===== src/irq_flags_pkg.sv =====
// Package for the peripheral interrupt mask and factor flag block.
// Assumes a 32-bit classic Wishbone slave; each register is one word at four times its index.

package irq_flags_pkg;

   // ------------------------------------------------------------
   // Register indices (byte address is four times the index)
   // ------------------------------------------------------------
   localparam logic [15:0] PROG_TIMER_IRQ_MASK_IDX = 16'hffe2;
   localparam logic [15:0] SERIAL_IRQ_MASK_IDX = 16'hffe3;
   localparam logic [15:0] KEY_GROUP0_IRQ_MASK_IDX = 16'hffe4;
   localparam logic [15:0] KEY_GROUP12_IRQ_MASK_IDX = 16'hffe5;
   localparam logic [15:0] CLOCK_TAP_IRQ_MASK_IDX = 16'hffe6;
   localparam logic [15:0] ADC_IRQ_MASK_IDX = 16'hffe7;
   localparam logic [15:0] PROG_TIMER_IRQ_FLAGS_IDX = 16'hfff2;
   localparam logic [15:0] SERIAL_IRQ_FLAG_IDX = 16'hfff3;
   localparam logic [15:0] KEY_GROUP0_IRQ_FLAG_IDX = 16'hfff4;
   localparam logic [15:0] KEY_GROUP12_IRQ_FLAGS_IDX = 16'hfff5;
   localparam logic [15:0] CLOCK_TAP_IRQ_FLAGS_IDX = 16'hfff6;
   localparam logic [15:0] ADC_IRQ_FLAG_IDX = 16'hfff7;

   // ------------------------------------------------------------
   // Register slots, implemented bits and reset value
   // ------------------------------------------------------------
   localparam int NUM_SLOTS = 6;
   localparam logic [2:0] SLOT_PTIMER = 3'h0;
   localparam logic [2:0] SLOT_SERIAL = 3'h1;
   localparam logic [2:0] SLOT_KEY_A = 3'h2;
   localparam logic [2:0] SLOT_KEY_BC = 3'h3;
   localparam logic [2:0] SLOT_TAP = 3'h4;
   localparam logic [2:0] SLOT_ADC = 3'h5;
   localparam logic [5:0][3:0] SLOT_VALID = {4'h1, 4'hf, 4'h6, 4'h1, 4'h1, 4'h3};
   localparam logic [3:0] REG_RESET = 4'h0;

   // ------------------------------------------------------------
   // Field positions within the slots
   // ------------------------------------------------------------
   localparam int PTIMER_A_BIT = 0;
   localparam int PTIMER_B_BIT = 1;
   localparam int SERIAL_BIT = 0;
   localparam int KEY_GRP_A_BIT = 0;
   localparam int KEY_GRP_B_BIT = 1;
   localparam int KEY_GRP_C_BIT = 2;
   localparam int TAP_16HZ_BIT = 0;
   localparam int TAP_8HZ_BIT = 1;
   localparam int TAP_2HZ_BIT = 2;
   localparam int TAP_1HZ_BIT = 3;
   localparam int ADC_DONE_BIT = 0;

   // ------------------------------------------------------------
   // Types
   // ------------------------------------------------------------
   typedef struct packed {
      logic ptimer_a;
      logic ptimer_b;
      logic serial;
      logic key_grp_a;
      logic key_grp_b;
      logic key_grp_c;
      logic tap_16hz;
      logic tap_8hz;
      logic tap_2hz;
      logic tap_1hz;
      logic adc_done;
   } src_event_type;

   typedef struct packed {
      logic hit;
      logic is_flag;
      logic [2:0] slot;
   } decode_type;

   typedef struct packed {
      logic [5:0][3:0] mask;
      logic [5:0][3:0] flag;
      logic ack;
      logic [3:0] rdata;
      logic irq;
   } state_type;

endpackage : irq_flags_pkg


===== src/irq_flags_masks.sv =====
// Interrupt mask and factor flag registers for the peripheral event sources.
// Assumes event inputs are one-cycle pulses synchronous to clk_i and a classic Wishbone master.

`timescale 1ns/1ns

// Operation
// - Two programmable timer mask bits enable (1) or block (0) their interrupts and clear on reset.
// - The serial interface mask bit sits in bit 0 of its register and resets to 0.
// - One mask bit in bit 0 enables the first key port group as a whole and clears on reset.
// - The second and third key group mask bits sit in bits 1 and 2 of one register and clear on reset.
// - Four clock tap mask bits run from the 16 Hz tap in bit 0 to the 1 Hz tap in bit 3 and reset to 0.
// - The A/D converter mask bit sits in bit 0 of its register and resets to 0.
// - Each factor flag is set by its event, reads 1 while pending, and is 0 after reset.
// - Writing 1 to a factor flag clears it and writing 0 leaves it alone.
// - The serial factor flag sits in bit 0 of its register and behaves like the others.
// - Key group flags sit in bit 0 of one register and bits 1 and 2 of the next.
// - Clock tap flags are bit 3 for 1 Hz, bit 2 for 2 Hz, bit 1 for 8 Hz and bit 0 for 16 Hz.
// - The A/D flag in bit 0 is set by each conversion-complete event and cleared by writing 1.
// - Unused bit positions read as 0 and ignore writes.
module irq_flags_masks
   import irq_flags_pkg::*;
(
   // Clock and reset
   input wire logic clk_i,
   input wire logic rst_i,
   // Wishbone slave
   input wire logic cyc_i,
   input wire logic stb_i,
   input wire logic we_i,
   input wire logic [17:0] adr_i,
   input wire logic [3:0] sel_i,
   input wire logic [31:0] dat_i,
   output logic [31:0] dat_o,
   output logic ack_o,
   // Peripheral events and request to the core
   input wire src_event_type src_event_i,
   output logic irq_o
);

   // ------------------------------------------------------------
   // Address decode
   // ------------------------------------------------------------
   function automatic decode_type decode_addr(input logic [15:0] idx);
      decode_type d;
      d = '0;
      d.hit = 1'b1;
      case (idx)
         PROG_TIMER_IRQ_MASK_IDX: d.slot = SLOT_PTIMER;
         SERIAL_IRQ_MASK_IDX: d.slot = SLOT_SERIAL;
         KEY_GROUP0_IRQ_MASK_IDX: d.slot = SLOT_KEY_A;
         KEY_GROUP12_IRQ_MASK_IDX: d.slot = SLOT_KEY_BC;
         CLOCK_TAP_IRQ_MASK_IDX: d.slot = SLOT_TAP;
         ADC_IRQ_MASK_IDX: d.slot = SLOT_ADC;
         PROG_TIMER_IRQ_FLAGS_IDX: d = '{1'b1, 1'b1, SLOT_PTIMER};
         SERIAL_IRQ_FLAG_IDX: d = '{1'b1, 1'b1, SLOT_SERIAL};
         KEY_GROUP0_IRQ_FLAG_IDX: d = '{1'b1, 1'b1, SLOT_KEY_A};
         KEY_GROUP12_IRQ_FLAGS_IDX: d = '{1'b1, 1'b1, SLOT_KEY_BC};
         CLOCK_TAP_IRQ_FLAGS_IDX: d = '{1'b1, 1'b1, SLOT_TAP};
         ADC_IRQ_FLAG_IDX: d = '{1'b1, 1'b1, SLOT_ADC};
         default: d.hit = 1'b0;
      endcase
      return d;
   endfunction : decode_addr

   // ------------------------------------------------------------
   // Event routing onto register bit positions
   // ------------------------------------------------------------
   function automatic logic [5:0][3:0] event_bits(input src_event_type e);
      logic [5:0][3:0] s;
      s = '0;
      s[SLOT_PTIMER][PTIMER_A_BIT] = e.ptimer_a;
      s[SLOT_PTIMER][PTIMER_B_BIT] = e.ptimer_b;
      s[SLOT_SERIAL][SERIAL_BIT] = e.serial;
      s[SLOT_KEY_A][KEY_GRP_A_BIT] = e.key_grp_a;
      s[SLOT_KEY_BC][KEY_GRP_B_BIT] = e.key_grp_b;
      s[SLOT_KEY_BC][KEY_GRP_C_BIT] = e.key_grp_c;
      s[SLOT_TAP][TAP_16HZ_BIT] = e.tap_16hz;
      s[SLOT_TAP][TAP_8HZ_BIT] = e.tap_8hz;
      s[SLOT_TAP][TAP_2HZ_BIT] = e.tap_2hz;
      s[SLOT_TAP][TAP_1HZ_BIT] = e.tap_1hz;
      s[SLOT_ADC][ADC_DONE_BIT] = e.adc_done;
      return s;
   endfunction : event_bits

   state_type st_reg;
   state_type st_next;
   decode_type dec;
   logic req_go;
   logic wr_go;
   logic [5:0][3:0] ev_bits;

   assign dec = decode_addr(adr_i[17:2]);
   assign req_go = cyc_i && stb_i && !st_reg.ack;
   // Only the lowest byte lane carries register data
   assign wr_go = req_go && we_i && sel_i[0] && dec.hit;
   assign ev_bits = event_bits(src_event_i);

   // ------------------------------------------------------------
   // Next state
   // ------------------------------------------------------------
   always_comb begin
      logic [5:0][3:0] wr_mask;
      logic [5:0][3:0] wr_clear;
      logic pend;
      wr_mask = '0;
      wr_clear = '0;
      pend = 1'b0;
      st_next = st_reg;
      // Single-cycle answer; ack drops the cycle after it was given
      st_next.ack = req_go;
      st_next.rdata = REG_RESET;
      if (req_go && !we_i && dec.hit) begin
         st_next.rdata = dec.is_flag ? st_reg.flag[dec.slot] : st_reg.mask[dec.slot];
      end
      if (wr_go && !dec.is_flag) begin
         wr_mask[dec.slot] = 4'hf;
      end
      if (wr_go && dec.is_flag) begin
         wr_clear[dec.slot] = dat_i[3:0];
      end
      for (int i = 0; i < NUM_SLOTS; i++) begin
         // Unused positions never take a value, so they read back as zero
         st_next.mask[i] = ((st_reg.mask[i] & ~wr_mask[i]) | (dat_i[3:0] & wr_mask[i]))
                           & SLOT_VALID[i];
         // An event in the cycle of a clear still leaves the flag set
         st_next.flag[i] = ((st_reg.flag[i] & ~wr_clear[i]) | ev_bits[i])
                           & SLOT_VALID[i];
         pend = pend | (|(st_next.flag[i] & st_next.mask[i]));
      end
      st_next.irq = pend;
      if (rst_i) begin
         st_next = '0;
      end
   end

   always_ff @(posedge clk_i) begin
      st_reg <= st_next;
   end

   assign ack_o = st_reg.ack;
   assign irq_o = st_reg.irq;
   assign dat_o = {28'h0000000, st_reg.rdata};

   logic past_wm;
   logic past_wf;
   logic [2:0] past_slot;
   logic [3:0] past_dat;
   logic [5:0][3:0] past_ev;
   logic [3:0] past_old;
   // The old flag word is captured with the slot of the same request, so the check needs no nested history
   always_ff @(posedge clk_i) begin
      past_old <= st_reg.flag[dec.slot];
      past_wm <= wr_go && !dec.is_flag;
      past_wf <= wr_go && dec.is_flag;
      past_slot <= dec.slot;
      past_dat <= dat_i[3:0];
      past_ev <= ev_bits;
   end
endmodule : irq_flags_masks


===== config.mk =====
export PLATFORM = sky130hd
export DESIGN_NAME = irq_flags_masks
export DESIGN_NICKNAME = d
export VERILOG_FILES = /design/src/irq_flags_pkg.sv /design/src/irq_flags_masks.sv
export SDC_FILE = /design/constraint.sdc
export NUM_CORES = 1
export LEC_CHECK = 0
export BUFFER_PORTS_ARGS = -buffer_cell sky130_fd_sc_hd__buf_2
export CAP_MARGIN = 25
export CORE_AREA = 5 5 51 97
export CTS_BUF_LIST = sky130_fd_sc_hd__clkbuf_8
export CTS_CLUSTER_SIZE = 28
export DETAILED_ROUTE_END_ITERATION = 10
export DIE_AREA = 0 0 56 102
export GPL_TIMING_DRIVEN = 0
export PLACE_DENSITY = 0.89
export SLEW_MARGIN = 20
export SYNTH_ARGS = -nofsm -noshare
export SYNTH_HDL_FRONTEND = slang
export SYNTH_SLANG_ARGS = --single-unit

===== constraint.sdc =====
create_clock -name clk_i -period 5.6 [get_ports clk_i]
set_input_delay 0.28 -clock clk_i [delete_from_list [all_inputs] [get_ports clk_i]]
set_output_delay 0.28 -clock clk_i [all_outputs]
set_load 0.02 [all_outputs]

# [After elaboration in Yosys (flattened, before gate mapping)]
# Cells that the tools add are included.
[totals] ff_bits=28 out_inout_bits=34
[op_classes] n_eq_ne=12 n_bitwise=55 magnitude_cmp=2 mux=12 reduce_logical=27
[ops] operator="16-bit == test, second input constant" count=12
[ops] operator="21-bit two-way mux" count=2
[ops] operator="4-bit binary-select mux with 3-bit select" count=2
[ops] operator="4-bit OR reduction" count=6
[ops] operator="21-bit bitwise AND" count=1
[ops] operator="4-bit bitwise AND" count=4
[ops] operator="4-bit two-way mux" count=4
[ops] operator="3-bit one-hot mux with 5 select lines" count=1
[ops] operator="1-bit bitwise AND" count=12
[ops] operator="3-bit bitwise AND" count=4
[ops] operator="4-bit demux with 3-bit select" count=1
[ops] operator="12-bit OR reduction" count=1
[ops] operator="2-bit OR reduction" count=6
[ops] operator="1-bit OR" count=11
[ops] operator="1-bit logical AND" count=10
[ops] operator="2-bit bitwise AND" count=4
[ops] operator="4-bit NOT" count=2
[ops] operator="4-bit OR" count=2
[ops] operator="1-bit NOT" count=7
[ops] operator="3-bit NOT" count=2
[ops] operator="3-bit OR" count=2
[ops] operator="6-bit OR reduction" count=1
[ops] operator="3-bit by 4-bit less-than comparator with 1-bit output, second input constant" count=1
[ops] operator="2-bit NOT" count=2
[ops] operator="4 further kinds" count=8

# [Longest topological paths before layout]
[depth] ltp_word=19 ltp_mapped=7 mapped_depth_nobuf=6

# [Worst setup path before layout]
# Ideal clock, no wire load.
[synth_path] kind="reg2reg" startpoint="reg st_reg (netlist bit ack_o)" endpoint="reg st_reg (netlist bit irq_o)" setup_ns=0.133 synth_period_minus_slack_ns=2.123 setup_slack_ns=3.477 arrival_ns=1.991 required_ns=5.467 stages_incl_launch_ff=7 path_cell_list="dfxtp_1 nand3b_4 or4_4 nor2_1 mux2_2 a2111oi_2 a31oi_1"
[synth_via] elab_chain_len=17
[synth_lines] item="from (decl)" line_no="irq_flags_masks.sv:85" text="state_type st_reg;"
[synth_lines] item="from (signal assigned)" line_no="irq_flags_masks.sv:137" text="st_reg <= st_next;"
[synth_lines] item="1-bit zero test (*)" line_no="irq_flags_masks.sv:93" text="assign req_go = cyc_i && stb_i && !st_reg.ack;"
[synth_lines] item="1-bit logical AND (*)" line_no="irq_flags_masks.sv:93"
[synth_lines] item="1-bit logical AND (*) (3 in series)" line_no="irq_flags_masks.sv:95" text="assign wr_go = req_go && we_i && sel_i[0] && dec.hit;"
[synth_lines] item="1-bit logical AND"
[synth_lines] item="21-bit two-way mux, on equally long branches" line_no="irq_flags_masks.sv:118, irq_flags_masks.sv:115"
[synth_lines] item="2-bit NOT, or another cell as far along" line_no="irq_flags_masks.sv:126" text="st_next.flag[i] = ((st_reg.flag[i] & ~wr_clear[i]) | ev_bits[i])"
[synth_lines] item="2-bit bitwise AND, or another cell as far along" line_no="irq_flags_masks.sv:126"
[synth_lines] item="2-bit OR, or another cell as far along" line_no="irq_flags_masks.sv:126"
[synth_lines] item="2-bit bitwise AND or 1-bit bitwise AND (tied branches)" line_no="irq_flags_masks.sv:128" text="pend = pend | (|(st_next.flag[i] & st_next.mask[i]));"
[synth_lines] item="4-bit OR reduction" line_no="irq_flags_masks.sv:128"
[synth_lines] item="1-bit OR (4 in series)" line_no="irq_flags_masks.sv:128"
[synth_lines] item="1-bit OR (*)" line_no="irq_flags_masks.sv:128"
# Mark *: on every way between the ends. The rest lies on a longest branch, timed or not.
# A chain may end at the register's enable or synchronous reset.

# [Final worst setup path]
# Ends and elaborated chain as after synthesis.

==> metrics.md <==
| Metric | Value |
|---|---|
| Die H | 102 um |
| Non-filler cells, final | 354 |
| P_leak | 1.04 nW |
| Fmax | 431 MHz |
| Yosys warnings | 0 |
| Post-Syn Area | 1950 um2 |
| Simple-Gate Fraction of Synth Area | 32.3% |
| Initial antenna violation count | 0 |
| Initial Util | 47.6% |
| Area post-placement | 2310 um2 |
| Main combinational cell family by area after synthesis | simple AND/OR/NAND/NOR gates |
| Max-slew headroom | 30.8% |
| Largest net degree at the start of global routing | 17 |
| Post-synth top area share | 28.8% |
| GP Congestion | 0.949 |
| Nets | 373 |
| Worst Setup Start Kind | register |
| Crit-path max FO | 10 |
| Ys async rst share | 0% |
| Post-Synth XOR/XNOR Area | 0% |
| Status | completed |
| Setup TNS | 0 ns |
| First-pass GRT wire length | 8870 um |
| Synth unique cells | 54 |
| Synth Area in Adders | 0% |
| Max Cap Viol | 0 |
| # IOs | 104 |
| Fin. Hold Viols | 0 |
| Post-CTS Hold Buffers | 0 |
| Min-delay worst type | input port to register |
| CTS tree | done |
| Max-slew violation count | 0 |
| Routed Antenna Nets | 0 |
| Count leader, synth | buf_4 |
| Largest cells by area after synthesis | dfxtp_1, buf_4, a21oi_1 |
| FP Rows | 33 |
| CP Capture Type | register |
| Clock skew | 0.00434 ns |
| Pwr Density | 193 nW/um2 |
| Vias post-DR | 2,011 |
| Worst skew pair latency | 0.28 ns |
| EDFF count, synth | 0 |
| Worst EP arrival | 2.47 ns |
| Cells after Synth | 231 |
| Resized Gates After CTS | 0 |
| Cts bufs inserted | 3 |
| Pre-Repair DR Iteration Count | 4 |
| Initial DRC count | 85 |
| DP Wirelength | 4460 um |
| Slew of the pin with the lowest slew margin | 1.03 ns |
| Post-route cell area | 2380 um2 |
| Post-Syn Area per Cell | 8.43 um2 |
| Die W | 56 um |
| Ratio of cells with drive above 1 in the final layout | 36.1% |
| Post-synthesis mux area share | 3.86% |
| Tmin final | 2.32 ns |
| Compound-Gate Fraction of Synth Area | 19.2% |
| Area leader, netlist | dfxtp_1 |
| Gr ovfl total | 0 |
| Max FFs per register | 22 |
| GRT Total Usage | 19.5% |
| Unrepaired setup endpoints after global routing | no |
| Fin crit share | 41.5% |
| Post-synthesis sequential area ratio | 28.8% |
| DRC Markers | 0 |
| Core area | 4090 um2 |
| Post-CTS setup buffers | 0 |
| Root Buffer | clkbuf_8 |
| Setup violators final | 0 |
| CP Class | register to register |
| Yosys reg bits | 28 |
| Die footprint | 5710 um2 |
| Vias in the first global route | 2,017 |
| Prevailing post-synth register cell | dfxtp_1 |
| H-tree depth | 1 |
| Port Buffer Count | 40 |
| Area Growth Syn to Fin | 22.5% |
| Peak VDD IR | 0.147 mV |
| Clock tree buffer depth | 2 |
| Dpl cells | 350 |
| WL/cell | 15.9 um |
| Clock-pin slew of the registers on the worst-case setup and hold paths | 0.10 ns |
| Top cells by count, synth | buf_4, dfxtp_1, nor2_1 |
| CP Data Required Time | 5.75 ns |
| Overall routed net length | 5620 um |
| Vias per cell | 5.68 |
| N_diodes | 0 |
| Sink Count | 28 |
==> cells in the final DEF, fill, tap and decap left out, types with 7 or more instances in the layout <==
master / count
buf_2: 44
nor4_1: 8
a21oi_1: 18
nand4_1: 10
nand2_1: 10
nor2_1: 19
buf_4: 34
nand3_1: 9
conb_1: 28
or2_2: 7
dfxtp_1: 28
o21ai_0: 8
==> final cells by class <==
type / instances / area (um2)
Timing Repair Buffer: 40 / 200
Inverter: 3 / 11.3
Multi-Input combinational cell: 186 / 1180
Fill cell: 388 / 1700
Buffer: 41 / 294
Tap cell: 52 / 65.1
Clock buffer: 3 / 41.3
Clock inverter: 1 / 30.0
Sequential cell: 28 / 561
==> path summary, 6_finish.rpt <==
path                   from         end  slack, ns  cells past startpoint
max                   ack_o       irq_o       3.28                      7
min          src_event_i[8]  st_reg[10]       0.22                      3
max reg2reg           ack_o       irq_o       3.28                      7
min reg2reg      st_reg[50]  st_reg[50]       0.51                      2
==> critical path, cell delays in order, from the launching register on <==
cell	delay, ns
dfxtp_1	0.33
nand3b_4	0.16
or4_4	0.57
buf_6	0.17
o21ai_0	0.23
a21oi_1	0.14
nor4_1	0.41
a31oi_1	0.17
==> stage by stage <==
step	setup slack [ns]	hold slack, ns	utilization (%)	power [mW]
4_1_cts	3.28	0.216	58.3	0.459
5_1_grt	3.11	0.238	58.3	0.477
3_5_place_dp	3.08	0.492	56.6	0.297
2_1_floorplan	3.48	0.352	-	0.272
3_3_place_gp	3.05	0.485	56.6	0.295
6_report	3.28	0.216	58.3	0.461
==> cell families after synthesis <==
| group | count (synthesis) |
|---|---|
| AO/OA/AOI/OAI | 51 |
| buffers and inverters | 44 |
| flip-flops | 28 |
| multiplexers | 7 |
| other | 1 |
| AND/OR/NAND/NOR | 100 |
==> layer usage <==
layer  routed length (um)  GRT usage, %  part of all wire, %
met3                  369          2.65                  6.6
met5                    0             0                    0
met1                 1950          18.4                   35
met4                  340          15.2                  6.0
met2                 2960          36.8                   53
==> where the power goes <==
group,internal [mW],leakage [nW],switching [mW]
Clock,0.0958,0.0357,0.0703
Combinational,0.0364,0.771,0.0501
Sequential,0.205,0.229,0.00300
Total,0.337,1.04,0.123
Power figures use the tool's default switching activity.
